[src/wssm_pkg.sv]
package wssm_pkg;

  // bus geometry
  localparam int unsigned ADDR_W = 8;
  localparam int unsigned DATA_W = 32;
  localparam int unsigned VAL_W  = 16;

  // register byte offsets
  localparam logic [7:0] OFF_SET_CUR_B  = 8'h00;
  localparam logic [7:0] OFF_OFFS_A     = 8'h04;
  localparam logic [7:0] OFF_OFFS_B     = 8'h08;
  localparam logic [7:0] OFF_RATIO_A    = 8'h0C;
  localparam logic [7:0] OFF_RATIO_B    = 8'h10;
  localparam logic [7:0] OFF_GRP_COUNT  = 8'h14;
  localparam logic [7:0] OFF_SUPPLY     = 8'h18;
  localparam logic [7:0] OFF_LOW_WARN   = 8'h1C;
  localparam logic [7:0] OFF_HIGH_WARN  = 8'h20;
  localparam logic [7:0] OFF_LOW_ERR    = 8'h24;
  localparam logic [7:0] OFF_HIGH_ERR   = 8'h28;
  localparam logic [7:0] OFF_STATUS     = 8'h2C;
  localparam logic [7:0] OFF_WARN_BITS  = 8'h30;
  localparam logic [7:0] OFF_ERR_BITS   = 8'h34;
  localparam logic [7:0] OFF_IRQ_STAT   = 8'h38;
  localparam logic [7:0] OFF_IRQ_EN     = 8'h3C;
  localparam logic [7:0] OFF_IRQ_CLR    = 8'h40;

  // reset values
  localparam logic [15:0] RST_ZERO      = 16'h0000;
  localparam logic [15:0] RST_RATIO_A   = 16'h1274;
  localparam logic [15:0] RST_RATIO_B   = 16'h12A2;
  localparam logic [7:0]  GROUP_COUNT   = 8'h07;
  localparam logic [15:0] RST_LOW_WARN  = 16'h1004;
  localparam logic [15:0] RST_HIGH_WARN = 16'h157C;
  localparam logic [15:0] RST_LOW_ERR   = 16'h0ED8;
  localparam logic [15:0] RST_HIGH_ERR  = 16'h16A8;

  // value ranges
  localparam logic signed [15:0] CUR_MIN   = 16'shC568;
  localparam logic signed [15:0] CUR_MAX   = 16'sh3A98;
  localparam logic signed [15:0] OFFS_MIN  = 16'shFE0C;
  localparam logic signed [15:0] OFFS_MAX  = 16'sh01F4;
  localparam logic signed [15:0] RATIO_MIN = 16'sh07D0;
  localparam logic signed [15:0] RATIO_MAX = 16'sh1770;
  localparam logic [15:0]        VOLT_MAX  = 16'h1770;

  // condition and status bit positions
  localparam int unsigned NUM_EV       = 4;
  localparam int unsigned EV_LOW_WARN  = 0;
  localparam int unsigned EV_HIGH_WARN = 1;
  localparam int unsigned EV_LOW_ERR   = 2;
  localparam int unsigned EV_HIGH_ERR  = 3;
  localparam int unsigned ST_WARN_BIT  = 0;
  localparam int unsigned ST_ERR_BIT   = 1;

  // bus responses
  localparam logic [1:0] RESP_OKAY   = 2'h0;
  localparam logic [1:0] RESP_SLVERR = 2'h2;
  localparam logic [1:0] RESP_DECERR = 2'h3;

endpackage

[src/wssm_thr_if.sv]
`timescale 1ns/10ps
`default_nettype none
interface wssm_thr_if;
  logic [15:0] low_warn;
  logic [15:0] high_warn;
  logic [15:0] low_err;
  logic [15:0] high_err;
  logic        sample_valid;
  logic [15:0] sample;
  logic [15:0] voltage;
  logic [3:0]  cond;

  modport bank (output low_warn, high_warn, low_err, high_err,
                output sample_valid, sample,
                input  voltage, cond);
  modport mon  (input  low_warn, high_warn, low_err, high_err,
                input  sample_valid, sample,
                output voltage, cond);
endinterface
`default_nettype wire

[src/wssm_top.sv]
// Function
// - The set current of winding B reads back as a signed mA value clamped to -15000..15000, zero after reset.
// - Winding A sense offset is a writable signed mA value in -500..500, zero after reset.
// - Winding B sense offset is a writable signed mA value in -500..500, zero after reset.
// - Winding A current-to-voltage ratio is writable in 2000..6000 and resets to 4724.
// - Winding B current-to-voltage ratio is writable in 2000..6000 and resets to 4770.
// - The voltage group entry count always reads 7.
// - The measured supply voltage reads in 0.01 V steps, 0..6000, zero after reset.
// - A supply below the lower warning limit (default 4100) raises a warning.
// - A supply above the upper warning limit (default 5500) raises a warning.
// - A supply below the lower error limit (default 3800) raises an error.
// - A supply above the upper error limit (default 5800) raises an error.
`timescale 1ns/10ps
`default_nettype none
module wssm_top
  import wssm_pkg::*;
#(
  parameter int unsigned SAMPLE_W = 16
)
(
  // clock and reset
  input  wire logic                 REF_CLK,
  input  wire logic                 RST_N,
  // register bus, write
  input  wire logic [ADDR_W-1:0]    AWADDR,
  input  wire logic                 AWVALID,
  output var  logic                 AWREADY,
  input  wire logic [DATA_W-1:0]    WDATA,
  input  wire logic [3:0]           WSTRB,
  input  wire logic                 WVALID,
  output var  logic                 WREADY,
  output var  logic [1:0]           BRESP,
  output var  logic                 BVALID,
  input  wire logic                 BREADY,
  // register bus, read
  input  wire logic [ADDR_W-1:0]    ARADDR,
  input  wire logic                 ARVALID,
  output var  logic                 ARREADY,
  output var  logic [DATA_W-1:0]    RDATA,
  output var  logic [1:0]           RRESP,
  output var  logic                 RVALID,
  input  wire logic                 RREADY,
  // measurements
  input  wire logic [15:0]          SET_CURRENT_B,
  input  wire logic [SAMPLE_W-1:0]  SUPPLY_SAMPLE,
  input  wire logic                 SUPPLY_VALID,
  // calibration to current sensing
  output var  logic [15:0]          OFFSET_A,
  output var  logic [15:0]          OFFSET_B,
  output var  logic [15:0]          RATIO_A,
  output var  logic [15:0]          RATIO_B,
  // status
  output var  logic                 SUPPLY_WARNING,
  output var  logic                 SUPPLY_ERROR,
  output var  logic                 IRQ
);

  // full scale 6000 needs 13 bits; wider than the datapath is not served
  if (SAMPLE_W < 13 || SAMPLE_W > VAL_W)
  begin : g_bad_width
    $error("SAMPLE_W must lie between 13 and 16");
  end

  wssm_thr_if tif ();

  wssm_cmp u_cmp (
    .clk   (REF_CLK),
    .rst_n (RST_N),
    .tif   (tif)
  );

  logic [ADDR_W-1:0]  wr_addr;
  logic [15:0]        wr_data;
  logic [3:0]         wr_strb;
  logic               aw_full;
  logic               w_full;
  logic               do_write;
  logic [15:0]        cur16;
  logic [15:0]        merged;
  logic               wr_known;
  logic               wr_ok;
  logic [1:0]         wr_resp;
  logic [15:0]        set_cur_b;
  logic [NUM_EV-1:0]  cond_q;
  logic [NUM_EV-1:0]  irq_stat;
  logic [NUM_EV-1:0]  irq_en;
  logic [NUM_EV-1:0]  irq_clr;
  logic [DATA_W-1:0]  rd_data;
  logic [1:0]         rd_resp;

  assign tif.sample_valid = SUPPLY_VALID;
  assign tif.sample       = VAL_W'(SUPPLY_SAMPLE);

  // write address and data are taken in either order
  assign do_write = aw_full && w_full && !BVALID;

  always_ff @(posedge REF_CLK)
  begin
    if (!RST_N)
    begin
      aw_full <= 1'b0;
      AWREADY <= 1'b0;
      wr_addr <= '0;
    end
    else if (AWVALID && AWREADY)
    begin
      aw_full <= 1'b1;
      AWREADY <= 1'b0;
      wr_addr <= AWADDR;
    end
    else if (do_write)
      aw_full <= 1'b0;
    else
      AWREADY <= !aw_full;
  end

  always_ff @(posedge REF_CLK)
  begin
    if (!RST_N)
    begin
      w_full  <= 1'b0;
      WREADY  <= 1'b0;
      wr_data <= '0;
      wr_strb <= '0;
    end
    else if (WVALID && WREADY)
    begin
      w_full  <= 1'b1;
      WREADY  <= 1'b0;
      wr_data <= WDATA[15:0];
      wr_strb <= WSTRB;
    end
    else if (do_write)
      w_full <= 1'b0;
    else
      WREADY <= !w_full;
  end

  // byte lanes merge into the present value before the range test
  always_comb
  begin
    unique case (wr_addr)
      OFF_OFFS_A:    cur16 = OFFSET_A;
      OFF_OFFS_B:    cur16 = OFFSET_B;
      OFF_RATIO_A:   cur16 = RATIO_A;
      OFF_RATIO_B:   cur16 = RATIO_B;
      OFF_LOW_WARN:  cur16 = tif.low_warn;
      OFF_HIGH_WARN: cur16 = tif.high_warn;
      OFF_LOW_ERR:   cur16 = tif.low_err;
      OFF_HIGH_ERR:  cur16 = tif.high_err;
      default:       cur16 = RST_ZERO;
    endcase
    merged[7:0]  = wr_strb[0] ? wr_data[7:0]  : cur16[7:0];
    merged[15:8] = wr_strb[1] ? wr_data[15:8] : cur16[15:8];
  end

  always_comb
  begin
    wr_known = 1'b1;
    unique case (wr_addr)
      OFF_OFFS_A, OFF_OFFS_B:
        wr_ok = $signed(merged) >= OFFS_MIN && $signed(merged) <= OFFS_MAX;
      OFF_RATIO_A, OFF_RATIO_B:
        wr_ok = $signed(merged) >= RATIO_MIN
                && $signed(merged) <= RATIO_MAX;
      OFF_LOW_WARN, OFF_HIGH_WARN, OFF_LOW_ERR, OFF_HIGH_ERR:
        wr_ok = merged <= VOLT_MAX;
      OFF_IRQ_EN, OFF_IRQ_CLR:
        wr_ok = 1'b1;
      OFF_SET_CUR_B, OFF_GRP_COUNT, OFF_SUPPLY, OFF_STATUS,
      OFF_WARN_BITS, OFF_ERR_BITS, OFF_IRQ_STAT:
        wr_ok = 1'b0;
      default:
      begin
        wr_ok    = 1'b0;
        wr_known = 1'b0;
      end
    endcase
    if (!wr_known)
      wr_resp = RESP_DECERR;
    else if (!wr_ok)
      wr_resp = RESP_SLVERR;
    else
      wr_resp = RESP_OKAY;
  end

  always_ff @(posedge REF_CLK)
  begin
    if (!RST_N)
    begin
      BVALID <= 1'b0;
      BRESP  <= RESP_OKAY;
    end
    else if (do_write)
    begin
      BVALID <= 1'b1;
      BRESP  <= wr_resp;
    end
    else if (BREADY)
      BVALID <= 1'b0;
  end

  // offsets, refused when out of range
  always_ff @(posedge REF_CLK)
  begin
    if (!RST_N)
    begin
      OFFSET_A <= RST_ZERO;
      OFFSET_B <= RST_ZERO;
    end
    else if (do_write && wr_ok)
    begin
      if (wr_addr == OFF_OFFS_A)
        OFFSET_A <= merged;
      if (wr_addr == OFF_OFFS_B)
        OFFSET_B <= merged;
    end
  end

  always_ff @(posedge REF_CLK)
  begin
    if (!RST_N)
    begin
      RATIO_A <= RST_RATIO_A;
      RATIO_B <= RST_RATIO_B;
    end
    else if (do_write && wr_ok)
    begin
      if (wr_addr == OFF_RATIO_A)
        RATIO_A <= merged;
      if (wr_addr == OFF_RATIO_B)
        RATIO_B <= merged;
    end
  end

  always_ff @(posedge REF_CLK)
  begin
    if (!RST_N)
    begin
      tif.low_warn  <= RST_LOW_WARN;
      tif.high_warn <= RST_HIGH_WARN;
      tif.low_err   <= RST_LOW_ERR;
      tif.high_err  <= RST_HIGH_ERR;
    end
    else if (do_write && wr_ok)
    begin
      if (wr_addr == OFF_LOW_WARN)
        tif.low_warn <= merged;
      if (wr_addr == OFF_HIGH_WARN)
        tif.high_warn <= merged;
      if (wr_addr == OFF_LOW_ERR)
        tif.low_err <= merged;
      if (wr_addr == OFF_HIGH_ERR)
        tif.high_err <= merged;
    end
  end

  always_ff @(posedge REF_CLK)
  begin
    if (!RST_N)
      set_cur_b <= RST_ZERO;
    else if ($signed(SET_CURRENT_B) < CUR_MIN)
      set_cur_b <= CUR_MIN;
    else if ($signed(SET_CURRENT_B) > CUR_MAX)
      set_cur_b <= CUR_MAX;
    else
      set_cur_b <= SET_CURRENT_B;
  end

  always_ff @(posedge REF_CLK)
  begin
    if (!RST_N)
    begin
      SUPPLY_WARNING <= 1'b0;
      SUPPLY_ERROR   <= 1'b0;
      cond_q         <= '0;
    end
    else
    begin
      SUPPLY_WARNING <= tif.cond[EV_LOW_WARN] || tif.cond[EV_HIGH_WARN];
      SUPPLY_ERROR   <= tif.cond[EV_LOW_ERR] || tif.cond[EV_HIGH_ERR];
      cond_q         <= tif.cond;
    end
  end

  assign irq_clr = (do_write && wr_addr == OFF_IRQ_CLR && wr_strb[0])
                   ? wr_data[NUM_EV-1:0] : '0;

  // sticky onset bits; a new onset beats a clear in the same cycle
  for (genvar i = 0; i < NUM_EV; i++)
  begin : g_ev
    always_ff @(posedge REF_CLK)
    begin
      if (!RST_N)
        irq_stat[i] <= 1'b0;
      else if (tif.cond[i] && !cond_q[i])
        irq_stat[i] <= 1'b1;
      else if (irq_clr[i])
        irq_stat[i] <= 1'b0;
    end
  end

  always_ff @(posedge REF_CLK)
  begin
    if (!RST_N)
      irq_en <= '0;
    else if (do_write && wr_addr == OFF_IRQ_EN && wr_strb[0])
      irq_en <= wr_data[NUM_EV-1:0];
  end

  always_ff @(posedge REF_CLK)
  begin
    if (!RST_N)
      IRQ <= 1'b0;
    else
      IRQ <= |(irq_stat & irq_en);
  end

  // read mux, unused upper bits read zero
  always_comb
  begin
    rd_data = '0;
    rd_resp = RESP_OKAY;
    unique case (ARADDR)
      OFF_SET_CUR_B: rd_data[15:0] = set_cur_b;
      OFF_OFFS_A:    rd_data[15:0] = OFFSET_A;
      OFF_OFFS_B:    rd_data[15:0] = OFFSET_B;
      OFF_RATIO_A:   rd_data[15:0] = RATIO_A;
      OFF_RATIO_B:   rd_data[15:0] = RATIO_B;
      OFF_GRP_COUNT: rd_data[7:0]  = GROUP_COUNT;
      OFF_SUPPLY:    rd_data[15:0] = tif.voltage;
      OFF_LOW_WARN:  rd_data[15:0] = tif.low_warn;
      OFF_HIGH_WARN: rd_data[15:0] = tif.high_warn;
      OFF_LOW_ERR:   rd_data[15:0] = tif.low_err;
      OFF_HIGH_ERR:  rd_data[15:0] = tif.high_err;
      OFF_STATUS:
      begin
        rd_data[ST_WARN_BIT] = SUPPLY_WARNING;
        rd_data[ST_ERR_BIT]  = SUPPLY_ERROR;
      end
      OFF_WARN_BITS: rd_data[1:0] = tif.cond[EV_HIGH_WARN:EV_LOW_WARN];
      OFF_ERR_BITS:  rd_data[1:0] = tif.cond[EV_HIGH_ERR:EV_LOW_ERR];
      OFF_IRQ_STAT:  rd_data[NUM_EV-1:0] = irq_stat;
      OFF_IRQ_EN:    rd_data[NUM_EV-1:0] = irq_en;
      OFF_IRQ_CLR:   rd_data = '0;
      default:       rd_resp = RESP_DECERR;
    endcase
  end

  always_ff @(posedge REF_CLK)
  begin
    if (!RST_N)
    begin
      ARREADY <= 1'b0;
      RVALID  <= 1'b0;
      RDATA   <= '0;
      RRESP   <= RESP_OKAY;
    end
    else if (ARVALID && ARREADY)
    begin
      ARREADY <= 1'b0;
      RVALID  <= 1'b1;
      RDATA   <= rd_data;
      RRESP   <= rd_resp;
    end
    else if (RVALID && RREADY)
    begin
      RVALID  <= 1'b0;
      ARREADY <= 1'b1;
    end
    else if (!RVALID)
      ARREADY <= 1'b1;
  end

  AST_SET_CUR_B:
  assert property (@(posedge REF_CLK) disable iff (!RST_N)
    $signed(set_cur_b) >= CUR_MIN && $signed(set_cur_b) <= CUR_MAX)
    else $error("set current of winding B out of range");

  AST_OFFS_A:
  assert property (@(posedge REF_CLK) disable iff (!RST_N)
    $signed(OFFSET_A) >= OFFS_MIN && $signed(OFFSET_A) <= OFFS_MAX)
    else $error("winding A offset out of range");

  AST_OFFS_B:
  assert property (@(posedge REF_CLK) disable iff (!RST_N)
    $signed(OFFSET_B) >= OFFS_MIN && $signed(OFFSET_B) <= OFFS_MAX)
    else $error("winding B offset out of range");

  AST_RATIO_A:
  assert property (@(posedge REF_CLK) disable iff (!RST_N)
    $signed(RATIO_A) >= RATIO_MIN && $signed(RATIO_A) <= RATIO_MAX)
    else $error("winding A ratio out of range");

  AST_RATIO_B:
  assert property (@(posedge REF_CLK) disable iff (!RST_N)
    do_write && wr_ok && wr_addr == OFF_RATIO_B
    |=> RATIO_B == $past(merged) && $signed(RATIO_B) >= RATIO_MIN)
    else $error("winding B ratio write not taken");

  AST_GRP_COUNT:
  assert property (@(posedge REF_CLK) disable iff (!RST_N)
    ARVALID && ARREADY && ARADDR == OFF_GRP_COUNT
    |=> RVALID && RDATA == 32'h0000_0007 && RRESP == RESP_OKAY)
    else $error("entry count did not read 7");

  AST_SUPPLY:
  assert property (@(posedge REF_CLK) disable iff (!RST_N)
    SUPPLY_VALID && tif.sample <= VOLT_MAX
    |=> tif.voltage == $past(tif.sample))
    else $error("supply reading not captured");

  AST_LOW_WARN:
  assert property (@(posedge REF_CLK) disable iff (!RST_N)
    SUPPLY_VALID && tif.sample < tif.low_warn
    |=> tif.cond[EV_LOW_WARN] ##1 SUPPLY_WARNING)
    else $error("low supply warning missing");

  AST_HIGH_WARN:
  assert property (@(posedge REF_CLK) disable iff (!RST_N)
    SUPPLY_VALID && tif.sample > tif.high_warn
    |=> tif.cond[EV_HIGH_WARN] ##1 SUPPLY_WARNING)
    else $error("high supply warning missing");

  AST_LOW_ERR:
  assert property (@(posedge REF_CLK) disable iff (!RST_N)
    SUPPLY_VALID && tif.sample < tif.low_err
    |=> tif.cond[EV_LOW_ERR] ##1 SUPPLY_ERROR)
    else $error("low supply error missing");

  AST_HIGH_ERR:
  assert property (@(posedge REF_CLK) disable iff (!RST_N)
    SUPPLY_VALID && tif.sample > tif.high_err && tif.sample <= VOLT_MAX
    |=> tif.cond[EV_HIGH_ERR] ##1 SUPPLY_ERROR)
    else $error("high supply error missing");

  AST_HOLD:
  assert property (@(posedge REF_CLK) disable iff (!RST_N)
    !SUPPLY_VALID |=> $stable(tif.cond))
    else $error("supply flags moved without a sample");

  AST_REFUSE:
  assert property (@(posedge REF_CLK) disable iff (!RST_N)
    do_write && !wr_ok && wr_addr == OFF_OFFS_A
    |=> $stable(OFFSET_A) && BVALID && BRESP == RESP_SLVERR)
    else $error("out-of-range write was not refused");

endmodule
`default_nettype wire

[src/wssm_cmp.sv]
`timescale 1ns/10ps
`default_nettype none
module wssm_cmp
  import wssm_pkg::*;
(
  // clock and reset
  input wire logic clk,
  input wire logic rst_n,
  // thresholds, sample and conditions
  wssm_thr_if.mon  tif
);

  logic [15:0] sat;

  // out-of-range readings are pinned to full scale
  assign sat = (tif.sample > VOLT_MAX) ? VOLT_MAX : tif.sample;

  always_ff @(posedge clk)
  begin
    if (!rst_n)
      tif.voltage <= RST_ZERO;
    else if (tif.sample_valid)
      tif.voltage <= sat;
  end

  // conditions only move on a new sample and hold until the next one
  always_ff @(posedge clk)
  begin
    if (!rst_n)
      tif.cond <= '0;
    else if (tif.sample_valid)
    begin
      tif.cond[EV_LOW_WARN]  <= sat < tif.low_warn;
      tif.cond[EV_HIGH_WARN] <= sat > tif.high_warn;
      tif.cond[EV_LOW_ERR]   <= sat < tif.low_err;
      tif.cond[EV_HIGH_ERR]  <= sat > tif.high_err;
    end
  end

endmodule
`default_nettype wire

[config.mk]
export PLATFORM = sky130hd
export DESIGN_NAME = wssm_top
export DESIGN_NICKNAME = d
export VERILOG_FILES = /design/src/wssm_pkg.sv /design/src/wssm_thr_if.sv /design/src/wssm_top.sv /design/src/wssm_cmp.sv
export SDC_FILE = /design/constraint.sdc
export NUM_CORES = 1
export LEC_CHECK = 0
export BUFFER_PORTS_ARGS = -buffer_cell sky130_fd_sc_hd__buf_2
export CORE_AREA = 2 2 162 164
export DETAILED_ROUTE_END_ITERATION = 8
export DIE_AREA = 0 0 164 166
export PLACE_DENSITY_LB_ADDON = 0.2
export SLEW_MARGIN = 10
export SYNTH_ARGS = -nofsm -noshare
export SYNTH_HDL_FRONTEND = slang
export SYNTH_SLANG_ARGS = --single-unit
[constraint.sdc]
create_clock -name REF_CLK -period 4 [get_ports REF_CLK]
set_input_delay 0.8 -clock REF_CLK [delete_from_list [all_inputs] [get_ports REF_CLK]]
set_output_delay 0.8 -clock REF_CLK [all_outputs]
set_load 0.005 [all_outputs]
# Word-level counts from Yosys, hierarchy flattened
# Index checks and enable logic that the tools add are counted.
[totals]
inputBits = 92
register_bits = 232
[op_classes]
reduce_logical = 56
mux = 33
magnitude_cmp = 12
eq_ne = 33
n_bitwise = 2
[ops]
columns = ["cell", "count"]
rows = [
  ["$eq 8x6->1 const B", 16],
  ["$pmux 16 s8", 1],
  ["$pmux 8 s10", 1],
  ["$eq 8x5->1 const B", 8],
  ["$mux 16", 3],
  ["$pmux 4 s10", 1],
  ["$reduce_or 17->1", 2],
  ["$eq 8x4->1 const B", 4],
  ["$gt 16x16->1", 2],
  ["$lt 16x16->1", 2],
  ["$pmux 2 s16", 1],
  ["$pmux 2 s13", 1],
  ["$mux 1", 18],
  ["$logic_and 1x1->1", 17],
  ["$eq 8x3->1 const B", 2],
  ["$eq 8x7->1 const B", 2],
  ["$ge 16x10->1 const B", 1],
  ["$ge 16x12->1 const B", 1],
  ["$gt 16x13->1 const B", 1],
  ["$gt 16x15->1 const B", 1],
  ["$le 16x10->1 const B", 1],
  ["$le 16x13->1 const B", 1],
  ["$le 16x14->1 const B", 1],
  ["$logic_not 8->1", 2],
  ["15 further kinds", 46],
]

# Longest topological paths before layout
# Gate-level depths: netlist of run 1.
[depth]
ltp_word = 8
mapped_depth = 18

# Modules after synthesis
# A second synthesis of run 1 with hierarchy kept.
[unflattened]
cells_unflattened = 1667
area_unflattened_um2 = 13539.2
[modules_own_cells]
columns = ["module", "instances", "cells_each", "area_per_inst_um2", "seq_area_each_um2"]
rows = [
  ["wssm_top", 1, 1343, 11119.4, 4224.1],
  ["wssm_cmp", 1, 324, 2419.8, 400.4],
]

# Least setup slack after synthesis of run 1
# OpenSTA, ideal clock, no wires.
[synth_timing]
path_kind = "input port to flip-flop"
from = "input port SUPPLY_SAMPLE[0]"
to = "register u_cmp.tif.cond[1]"
path_slack_ps = -154
arrival_ps = 4024
n_path_buf = 2
setup_ps = 130
t_required_ps = 3870
path_stages = 17
path_cell_list = "or4_1 > a41o_1 > a41oi_1 > or2_2 > clkbuf_1 > clkbuf_1 > nand2b_1 > ha_1 > a21o_1 > a21oi_1 > nor2b_1 > o21ai_0 > nand2b_1 > a221o_1 > a21o_1 > a21oi_1 > o22ai_1"
[synth_between]
elab_chain_cells = 3
[synth_lines]
columns = ["element", "line_no", "source"]
rows = [
  ["start, declared", "wssm_top.sv:45", "input wire logic [SAMPLE_W-1:0] SUPPLY_SAMPLE,"],
  ["$gt 16x13->1", "wssm_cmp.sv:16", "assign sat = (tif.sample > VOLT_MAX) ? VOLT_MAX : tif.sample;"],
  ["$mux 16", "wssm_cmp.sv:16", ""],
  ["net u_cmp.sat[9]", "wssm_cmp.sv:13", "logic [15:0] sat;"],
  ["$gt 16x16->1", "wssm_cmp.sv:34", "tif.cond[EV_HIGH_WARN] <= sat > tif.high_warn;"],
  ["end signal, assigned by index", "wssm_cmp.sv:34", ""],
  ["end signal, assigned by index", "wssm_cmp.sv:35", "tif.cond[EV_LOW_ERR] <= sat < tif.low_err;"],
  ["end signal, assigned by index", "wssm_cmp.sv:36", "tif.cond[EV_HIGH_ERR] <= sat > tif.high_err;"],
  ["end, declared", "wssm_thr_if.sv:18", "output voltage, cond);"],
]
# The timed path passes the listed nets, and every way through them passes these cells.
# A chain may end at the register's enable or synchronous reset.

# Final worst setup path of run 1
[layout_timing]
from = "register wr_addr[2]"
to = "register OFFSET_A[0]"
[layout_between]
elab_chain_cells = 8
elab_cells_between_ends = 27
classes_between = "order compare (5); eq/ne (10); mux (4); reduce/logical (8)"
[layout_lines]
columns = ["element", "line_no", "source"]
rows = [
  ["start, declared", "wssm_top.sv:72", "logic [ADDR_W-1:0] wr_addr;"],
  ["start signal, assigned", "wssm_top.sv:103", "wr_addr <= '0;"],
  ["start signal, assigned", "wssm_top.sv:109", "wr_addr <= AWADDR;"],
  ["$eq 8x6->1, or another cell as far along", "wssm_top.sv:142, wssm_top.sv:160", ""],
  ["$pmux 16 s8", "wssm_top.sv:142", "unique case (wr_addr)"],
  ["$mux 8 (on tied branches)", "wssm_top.sv:153, wssm_top.sv:154", ""],
  ["$ge 16x12->1, or another cell as far along", "wssm_top.sv:164", "wr_ok = $signed(merged) >= RATIO_MIN"],
  ["$logic_and 1x1->1 (on tied branches)", "wssm_top.sv:165, wssm_top.sv:162", ""],
  ["$pmux 1 s4", "wssm_top.sv:160", "unique case (wr_addr)"],
  ["$logic_and 1x1->1", "wssm_top.sv:211", "else if (do_write && wr_ok)"],
  ["$reduce_and 2->1 (no source line)", "--", ""],
  ["end signal, assigned", "wssm_top.sv:214", "OFFSET_A <= merged;"],
  ["end, declared", "wssm_top.sv:48", "output var logic [15:0] OFFSET_A,"],
]
# Several ways; a longest one is shown, not always the timed one.

==> metrics.md, run 1 <==
| Metric | Value |
|---|---|
| Mean Syn Cell Area | `8.739 sq um` |
| Drt first pass iters | `6` |
| Clock insertion delay at the later pin of the skew report | `0.55 ns` |
| Antenna Nets Post-Route | `0` |
| Setup CP Type | `reg -> reg` |
| Hold Crit Class | `reg -> reg` |
| Worst Hold Depth | `1` |
| Worst-Margin Slew | `1.019 ns` |
| Switching Share | `25.88%` |
| Final non-filler cell total | `2092` |
| Switch Pwr | `1407 uW` |
| DRT iter0 DRCs | `1310` |
| Instance count of the mapped netlist | `1501` |
| Highest-count cells in the layout ignoring fill and taps | `225 x dfxtp_1, 193 x nand2_1, 164 x buf_2` |
| Ys flop type | `dfxtp_1` |
| Fin nets | `1894` |
| Reg2Reg Depth | `12` |
| Port buffer count | `165` |
| Status | `completed` |
| Simple logic cell fraction of the synthesized area | `21.32%` |
| Slew headroom | `32.09%` |
| First-pass GRT wire length | `74420 microns` |
| Worst Setup End Kind | `register` |
| Total track usage | `35.98%` |
| Pint | `4029 uW` |
| Compound-Gate Fraction of Synth Area | `21.77%` |
| Max cap viols | `0` |
| Xor-xnor portion of the synthesized cell area | `0%` |
| Final setup viols | `0` |
| Routed Wire Length | `49830 microns` |
| Die footprint | `27220 sq um` |
| Leak | `0.007211 uW` |
| Register area share after synthesis | `35.25%` |
| WP data arrival | `4.37 ns` |
| Area Growth Syn to Fin | `21.53%` |
| EDFF count, synth | `0` |
| Largest family of logic cells by synthesized area | `compound AO/OA/AOI/OAI gates` |
| Fillcell total | `2280` |
| Hold Fails Final Rpt | `0` |
| IO Pins | `200` |
| Combinational share of power | `11.2%` |
| Area after DPL | `15030 sq um` |
| Startpoint Class | `register` |
| Share of cells above drive strength 1 | `21.63%` |
| CTS tree | `done` |
| TritonCTS Buffers | `26` |
| DR vias/cell | `6.131` |
| Core Region | `25620 sq um` |
| Worst hold margin | `0.4436 ns` |
| Reg power frac | `44.2%` |
| Wire per inst | `23.82 microns` |
| Commonest non-fill, non-tap cell in the layout | `dfxtp_1` |
| Crit path max fanout | `10` |
| Initial antenna violation count | `0` |
| Hold-fix buffer count after cts | `0` |
| Slew Limit Fails | `0` |
| Final core area utilization | `62.23%` |
| Final cycle utilization of the critical path | `99.13%` |
| Die span in x | `164 microns` |
| Post-route design area | `15940 sq um` |
| Synth Area in Adders | `5.914%` |
| Gr ovfl total | `0` |
| Mapped cell area | `13120 sq um` |
| Setup Skew | `0.01944 ns` |
| H-tree depth | `1` |
| # diodes | `0` |
| Clock Sinks | `231` |
| DRC | `0` |
| Largest net degree at the start of global routing | `111` |
| CTS root buf | `clkbuf_16` |
| Post-synth cell types | `80` |
| Flop and latch count out of synthesis | `231` |
| PD cells | `341.0 nW/um^2` |
| Reg clk slew, reported paths | `0.06 ns` |
| Buffers from clock root to sink, at most | `3` |
| Placed cells | `2047` |
| FP Rows | `59` |
| Post-layout min period | `3.965 ns` |
| Peak supply drop | `0.3307 mV` |
| Multiplexer share of the synthesized area | `8.985%` |
| Fmax | `252.2 MHz` |
| Synth warnings | `0` |
| Vias in the first global route | `12314` |
| Power share of the clock group | `44.6%` |
| Via Count | `12827` |
| Gpl congestion | `0.9864` |
| Vert. Die Dim | `166 microns` |
| Worst EP required | `4.41 ns` |
| Ys async rst share | `0%` |
| Initial Util | `51.21%` |
| Final HPWL DP | `38320 microns` |
==> critical path: stages, from the launching register on <==
cell	delay, ns
dfxtp_2	0.40
or4_1	0.55
or3_1	0.41
o22ai_1	0.37
o31a_1	0.29
nor2b_1	0.30
o2111ai_1	0.27
a41oi_1	0.33
o211ai_2	0.20
buf_4	0.22
and2_1	0.18
buf_12	0.16
mux2i_1	0.12
==> final timing paths <==
check	startpoint	endpoint	slack [ns]
worst max-delay path	wr_addr[2]$_SDFFE_PN0P_	OFFSET_A[0]$_SDFFE_PN0P_	0.03
worst min-delay path	RDATA[15]$_SDFFE_PN0P_	RDATA[15]$_SDFFE_PN0P_	0.44
worst max register to register	wr_addr[2]$_SDFFE_PN0P_	OFFSET_A[0]$_SDFFE_PN0P_	0.03
worst min register to register	RDATA[15]$_SDFFE_PN0P_	RDATA[15]$_SDFFE_PN0P_	0.44
==> routing by layer <==
layer,global-route usage (%),vias to the layer above,share of wire (%)
li1,-,5901,-
met4,20.33,0,6.5
met3,6.194,162,8.3
met5,0,-,0
met1,46.61,6073,41
met2,56.45,691,44
==> repair_timing <==
item,4_1_cts,5_1_grt
gates cloned,0,0
setup buffers,0,0
resized for setup,1,16
setup endpoints to repair,4,130
==> cell usage after synthesis (all sizes together), types with 18 or more instances <==
cell,instances,share of area [%]
a21boi,42,2.4
a21o,27,1.5
a21oi,35,1.3
a221oi,23,1.5
a22o,26,1.7
a22oi,60,3.5
and2,33,1.6
and3,23,1.1
buf,56,3.0
clkbuf,55,1.6
dfxtp,231,35
ha,62,5.9
inv,74,2.1
mux2i,111,8.5
nand2,194,5.6
nand2b,32,1.5
nand3,18,1.1
nand3b,22,1.3
nand4,19,1.1
nor2,64,2.0
nor2b,59,2.9
o21ai,43,1.6
==> metrics by stage <==
stage	total power (uW)	TNS [ns]	setup slack [ns]
global placement	3024	-0.3502	-0.1563
CTS	5434	0	0.01591
detailed placement	3030	-0.5003	-0.1948
global route	5595	-0.02278	-0.01182
floorplan	2776	0	0.04851
finish	5436	0	0.03496
==> cell type report <==
type	instances	area [sq um]	share of cell area [%]
Clock buffer	38	757.0	4.748
Clock inverter	7	93.84	0.5887
Sequential cell	231	4632	29.06
Inverter	74	277.8	1.742
Multi-Input combinational cell	1112	7766	48.72
Tap cell	335	419.2	2.629
Timing Repair Buffer	295	1996	12.52
==> logic make-up after synthesis <==
logic type / Yosys count
DFF: 231
and+or+nand+nor: 521
adders and majority gates: 62
other: 1
muxes: 117
buffers and inverters: 185
AOI/OAI and AO/OA: 384
==> power groups by stage <==
stage	Sequential, uW	Clock, uW	Combinational, uW
2_1_floorplan	2420	0	356
3_3_place_gp	2450	0	577
5_1_grt	2400	2540	656
4_1_cts	2400	2450	588
3_5_place_dp	2450	0	583
6_report	2400	2420	610
Power figures use the tool's default switching activity.
==> run 2: changes to the inputs <==
Settings changed: CORE_AREA 2 2 162 164 to 2 2 163 165, DIE_AREA 0 0 164 166 to 0 0 165 167, SYNTH_HIERARCHICAL from default to 1.
==> run 2 against run 1 <==
Worst setup slack better by 0.018 ns. Sequential share of layout area is 1.1 points lower. Sequential power hardly changed. Largest cell class unchanged.
==> metrics.md, run 2 <==
| Metric | Value |
|---|---|
| Status | `completed` |
| Highest-count cells in the layout ignoring fill and taps | `229 x dfxtp_1, 203 x nand2_1, 164 x buf_2` |
| Worst-Margin Slew | `1.060 ns` |
| Met3 GRT Util | `8.194%` |
| Worst EP required | `4.42 ns` |
| Placed cells | `2226` |
| WP data arrival | `4.36 ns` |
| Final core area utilization | `64.32%` |
| Instance count of the mapped netlist | `1667` |
| Register area share after synthesis | `34.16%` |
| Area contributors post-synth | `dfxtp_1 34%, nand2_1 5.7%, ha_1 5.2%, mux2i_1 4.3%, a21oi_1 4.1%` |
| Peak supply drop | `0.3881 mV` |
| DRT iter0 DRCs | `2188` |
| M2 GR Usage | `57.95%` |
| Post-route design area | `16570 sq um` |
| Overall power | `5618 uW` |
| Area Growth Syn to Fin | `22.39%` |
| IO Pins | `200` |
| Vias in the first global route | `13441` |
| Final WS setup | `0.05328 ns` |
| Reg clk slew, reported paths | `0.06 ns` |
| Worst slack, placed | `-0.3563 ns` |
| Hold Fails Final Rpt | `0` |
| Clock Sinks | `231` |
| Hold-fix buffer count after cts | `0` |
| Final HPWL DP | `42890 microns` |
| Share of cells above drive strength 1 | `23.17%` |
| Layer with the highest usage | `met2` |
| Wire per inst | `24.88 microns` |
| Final setup viols | `0` |
| Mean Syn Cell Area | `8.122 sq um` |
| Routed Wire Length | `56660 microns` |
| Max cap viols | `0` |
| Final cycle utilization of the critical path | `98.67%` |
| H-tree depth | `1` |
| DR vias/cell | `6.498` |
| DRC | `0` |
| GRT met1 Usage | `57.40%` |
| Commonest cells post-synth | `231 x dfxtp_1, 204 x nand2_1, 111 x a21oi_1` |
| Initial antenna violation count | `0` |
| Share of Yosys cell area claimed by the top area cell type | `34.16%` |
| Die footprint | `27560 sq um` |
| Mapped cell area | `13540 sq um` |
| Drt first pass iters | `6` |
| Ys async rst share | `0%` |
| Gpl congestion | `1.042` |
| CTS root buf | `clkbuf_16` |
| Most frequent cell after synthesis | `dfxtp_1` |
| FP Rows | `59` |
| Setup CP Type | `reg -> reg` |
| Largest net degree at the start of global routing | `91` |
| First-pass GRT wire length | `83110 microns` |
| Vert. Die Dim | `167 microns` |
| EDFF count, synth | `0` |
| Crit path max fanout | `18` |
| R2R Path Start | `wr_addr[0]$_SDFFE_PN0P_` |
| Leak | `0.006980 uW` |
| Commonest non-fill, non-tap cell in the layout | `dfxtp_1` |
| Area after DPL | `15580 sq um` |
| Die span in x | `165 microns` |
| Fin nets | `2073` |
| Port buffer count | `165` |
| CTS tree | `done` |
| Crit path launch | `wr_addr[0]$_SDFFE_PN0P_` |
| Buffers from clock root to sink, at most | `3` |
| TritonCTS Buffers | `27` |
| Setup Skew | `0.02272 ns` |
| Clock insertion delay at the later pin of the skew report | `0.55 ns` |
| # diodes | `0` |
| Worst Setup End Kind | `register` |
| Final non-filler cell total | `2277` |
| Synth warnings | `6` |
| Ys flop type | `dfxtp_1` |
| Via Count | `14797` |
| Total track usage | `40.03%` |
| Slew Limit Fails | `0` |
| Post-synth cell types | `93` |
| Slew headroom | `28.81%` |
| Initial Util | `52.55%` |
| Hold Crit Class | `reg -> reg` |
| Hold_sp | `RDATA[13]$_SDFFE_PN0P_` |
| Gr ovfl total | `0` |
| Fmax | `253.4 MHz` |
| Startpoint Class | `register` |
| Antenna Nets Post-Route | `0` |
| Post-layout min period | `3.947 ns` |
| PD cells | `339.1 nW/um^2` |
| Core Region | `25760 sq um` |
| Flop and latch count out of synthesis | `231` |
| Post-synth top area cell | `dfxtp_1` |
run 2: cell count changes in the layout (fill, tap and decap cells not counted), sizes merged, moves of 29 or more:
cell | previous run | this run
nand4 | 19 | 70
mux2i | 111 | 58
nor2 | 64 | 110
buf | 295 | 335
nor2b | 59 | 18
a21boi | 42 | 3
o211ai | 6 | 36
a21oi | 35 | 112
inv | 74 | 103
o31ai | 3 | 56
run 2: area by class of cell:
| type | count | area, sq um |
|---|---|---|
| well taps | 335 | 419.2 |
| multi-input cells | 1229 | 8041 |
| fillers | 2298 | 9193 |
| clock inverters | 13 | 137.6 |
| flip-flops and latches | 231 | 4629 |
| inverters | 101 | 379.1 |
| clock buffers | 33 | 718.2 |
| repair buffers | 335 | 2246 |
run 2: worst paths after layout:
| kind | endpoint | slack, ns | cells past startpoint |
|---|---|---|---|
| hold reg to reg | RDATA[13]$_SDFFE_PN0P_ | 0.43 | 2 |
| setup reg to reg | OFFSET_A[11]$_SDFFE_PN0P_ | 0.05 | 13 |
| setup / recovery | OFFSET_A[11]$_SDFFE_PN0P_ | 0.05 | 13 |
| hold / removal | RDATA[13]$_SDFFE_PN0P_ | 0.43 | 2 |
run 2: through the flow:
step | hold WS [ns] | setup TNS [ns]
global placement | 0.4222 | -1.478
finish | 0.4340 | 0
CTS | 0.4380 | 0
detailed placement | 0.4296 | -2.071
global route | 0.4583 | -0.002145
floorplan | 0.4345 | 0
run 2: layer usage:
layer | up-vias | routed length (microns) | part of all wire [%]
li1 | 6614 | - | -
met1 | 6947 | 22930 | 40
met2 | 1054 | 23990 | 42
met3 | 182 | 6947 | 12
met4 | 0 | 2788 | 4.9
met5 | - | 0 | 0
run 2: critical path: stages (launching register included):
cell	delay, ns
dfxtp_1	0.37
or4_1	0.61
buf_4	0.22
nor2_4	0.19
buf_12	0.14
o2bb2ai_1	0.20
a2111oi_2	0.11
a21oi_4	0.24
o211ai_1	0.18
o41ai_4	0.43
a211o_2	0.28
buf_4	0.30
nand2_2	0.25
a31o_1	0.30
run 2: cells by family (layout without fill, tap and decap cells):
kind of cell | count (synthesis) | in the layout | synth area share [%]
AOI/OAI and AO/OA | 469 | 469 | 24.40
muxes | 70 | 70 | 5.286
xor gates and xnor gates | 3 | 3 | 0.1941
DFF | 231 | 231 | 34.16
and+or+nand+nor | 602 | 602 | 22.86
adders and majority gates | 57 | 57 | 5.249
buffers and inverters | 233 | 482 | 7.800
other | 2 | 28 | 0.05547
run 2: what timing repair did:
item / 4_1_cts / 5_1_grt
setup endpoints to repair: 28 / 80
gates resized for setup: 3 / 18
setup buffers: 5 / 0
pin swaps: 2 / 3
run 2: power breakdown:
group / switching, uW / total (uW) / leakage (uW) / internal [uW]
sequential: 50.5 / 2400 / 0.00188 / 2350
clock: 1030 / 2430 / 0.000419 / 1410
combinational: 488 / 789 / 0.00469 / 301
==> run 3: changes to the inputs <==
--- a/constraint.sdc
+++ b/constraint.sdc
@@ -3,2 +3,2 @@
 set_output_delay 0.8 -clock REF_CLK [all_outputs]
-set_load 0.005 [all_outputs]
+set_load 0.1 [all_outputs]
==> run 3 against run 2 <==
Hold slack got worse by 0.00066 ns. Clock skew shrank 0.0051 ns. Die area did not move. Largest cell class unchanged. Critical path depth grew 2. Critical path type unchanged. Largest power group unchanged. Power grew 5.7%. Via count fell by 0.89%. Worst setup slack improved by 0.051 ns.
==> metrics.md, run 3 (synthesized netlist as in run 2, its figures left out) <==
| Metric | Value |
|---|---|
| Port buffer count | `165` |
| Core Region | `25760 sq um` |
| TritonCTS Buffers | `27` |
| Gpl congestion | `1.038` |
| Vert. Die Dim | `167 microns` |
| Worst Hold Depth | `2` |
| First-pass GRT wire length | `83410 microns` |
| Slew headroom | `33.23%` |
| Fmax | `256.7 MHz` |
| Initial antenna violation count | `0` |
| Area Growth Syn to Fin | `23.08%` |
| Buffers from clock root to sink, at most | `3` |
| Hold endpoint | `RDATA[13]$_SDFFE_PN0P_` |
| Die span in x | `165 microns` |
| Via Count | `14666` |
| Hold_sp | `RDATA[13]$_SDFFE_PN0P_` |
| CTS tree | `done` |
| DRT iter0 DRCs | `2134` |
| Share of cells above drive strength 1 | `23.20%` |
| Die footprint | `27560 sq um` |
| Peak supply drop | `0.4003 mV` |
| Highest-count cells in the layout ignoring fill and taps | `230 x dfxtp_1, 203 x nand2_1, 164 x buf_2` |
| R2R Path Start | `wr_addr[3]$_SDFFE_PN0P_` |
| # diodes | `0` |
| DRC | `0` |
| Setup Skew | `0.01765 ns` |
| WP data arrival | `4.33 ns` |
| Leak | `0.007062 uW` |
| Hold Crit Class | `reg -> reg` |
| Worst Setup End Kind | `register` |
| Setup CP Type | `reg -> reg` |
| Hold Fails Final Rpt | `0` |
| Overall power | `5938 uW` |
| PD cells | `356.3 nW/um^2` |
| Final TNS setup | `0 ns` |
| Status | `completed` |
| FP Rows | `59` |
| IO Pins | `200` |
| Worst-Margin Slew | `0.9939 ns` |
| Startpoint Class | `register` |
| Worst slack, placed | `-0.2880 ns` |
| Largest net degree at the start of global routing | `91` |
| Final WS setup | `0.1046 ns` |
| DR vias/cell | `6.424` |
| Gr ovfl total | `0` |
| Worst reg2reg path endpoint | `tif.high_warn[10]$_SDFFE_PN1P_` |
| Final cycle utilization of the critical path | `97.38%` |
| Flop2flop setup slack | `0.10 ns` |
| Final setup viols | `0` |
| Fin nets | `2075` |
| Crit path max fanout | `15` |
| Total track usage | `40.19%` |
| Wire per inst | `24.73 microns` |
| Reg clk slew, reported paths | `0.06 ns` |
| Drt first pass iters | `6` |
| Final HPWL DP | `43070 microns` |
| Clock Sinks | `231` |
| Clock insertion delay at the later pin of the skew report | `0.56 ns` |
| CTS root buf | `clkbuf_16` |
| Post-layout min period | `3.895 ns` |
| Reg2Reg Depth | `15` |
| Slew Limit Fails | `0` |
| Worst EP required | `4.43 ns` |
| Initial Util | `52.55%` |
| H-tree depth | `1` |
| Routed Wire Length | `56450 microns` |
| Max cap viols | `0` |
| Hold-fix buffer count after cts | `0` |
| Commonest non-fill, non-tap cell in the layout | `dfxtp_1` |
| Antenna Nets Post-Route | `0` |
| Vias in the first global route | `13621` |
==> run 3: cell count changes in the layout (fill, tap and decap cells not counted), moves of 2 or more <==
cell / previous run / this run
clkbuf_8: 2 / 5
buf_4: 159 / 161
bufinv_16: 2 / 4
clkinvlp_4: 2 / 0
==> run 3: through the flow <==
step                      instance area (sq um)  instances  hold slack, ns  utilization (%)
final                                     16660       2283          0.4334            64.68
after global routing                      16660       2283          0.4516            64.68
after CTS                                 16580       2281          0.4373            64.36
after detailed placement                  15610       2230          0.4290            60.60
after global placement                    15610       2230          0.4217            60.60
after floorplan                           13640       1693          0.4347                -
==> run 3: power breakdown <==
group          internal, uW  switching, uW
clock network          1600           1050
registers              2350           49.8
logic                   297            601
total                  4240           1700
==> run 3: worst max path at each step <==
stage	from	endpoint	slack [ns]
after floorplan	SUPPLY_SAMPLE[0]	u_cmp/tif.cond[3]$_SDFFE_PN0P_	0.29
after global placement	SUPPLY_SAMPLE[0]	u_cmp/tif.cond[3]$_SDFFE_PN0P_	-0.30
after detailed placement	SUPPLY_SAMPLE[0]	u_cmp/tif.cond[3]$_SDFFE_PN0P_	-0.29
after CTS	wr_addr[4]$_SDFFE_PN0P_	OFFSET_A[10]$_SDFFE_PN0P_	0.008
after global routing	wr_addr[2]$_SDFFE_PN0P_	tif.high_warn[10]$_SDFFE_PN1P_	-0.002
final	wr_addr[3]$_SDFFE_PN0P_	tif.high_warn[10]$_SDFFE_PN1P_	0.10
==> run 3: cell type report <==
cell class	instances	area, sq um
fill	2265	9100
multi-input combinational	1229	8036
inverter	101	379.1
clock buffer	36	759.5
timing repair buffer	337	2256
sequential	231	4626
clock inverter	14	187.7
tap	335	419.2
==> run 3: repair_timing <==
item | in CTS | in global routing
setup buffers | 1 | 2
resized for setup | 3 | 13
setup endpoints to repair | 19 | 83
pin swaps | 1 | 4
==> run 3: layer usage <==
| layer | up-vias | GRT usage [%] | part of all wire [%] |
|---|---|---|---|
| met3 | 179 | 10.06 | 12 |
| met4 | 0 | 18.94 | 5.8 |
| li1 | 6629 | - | - |
| met1 | 6881 | 55.66 | 40 |
| met5 | - | 0 | 0 |
| met2 | 977 | 58.17 | 41 |
==> run 3: worst max-delay path, stage by stage (launching register included) <==
cell	delay (ns)
dfxtp_2	0.50
buf_12	0.19
nor2b_1	0.08
buf_4	0.21
a22o_1	0.20
a221oi_1	0.55
a32o_1	0.30
nand3_1	0.09
a211oi_1	0.23
buf_4	0.17
o41ai_4	0.09
a211oi_4	0.36
buf_8	0.24
buf_4	0.18
nor3_1	0.06
a211o_1	0.31
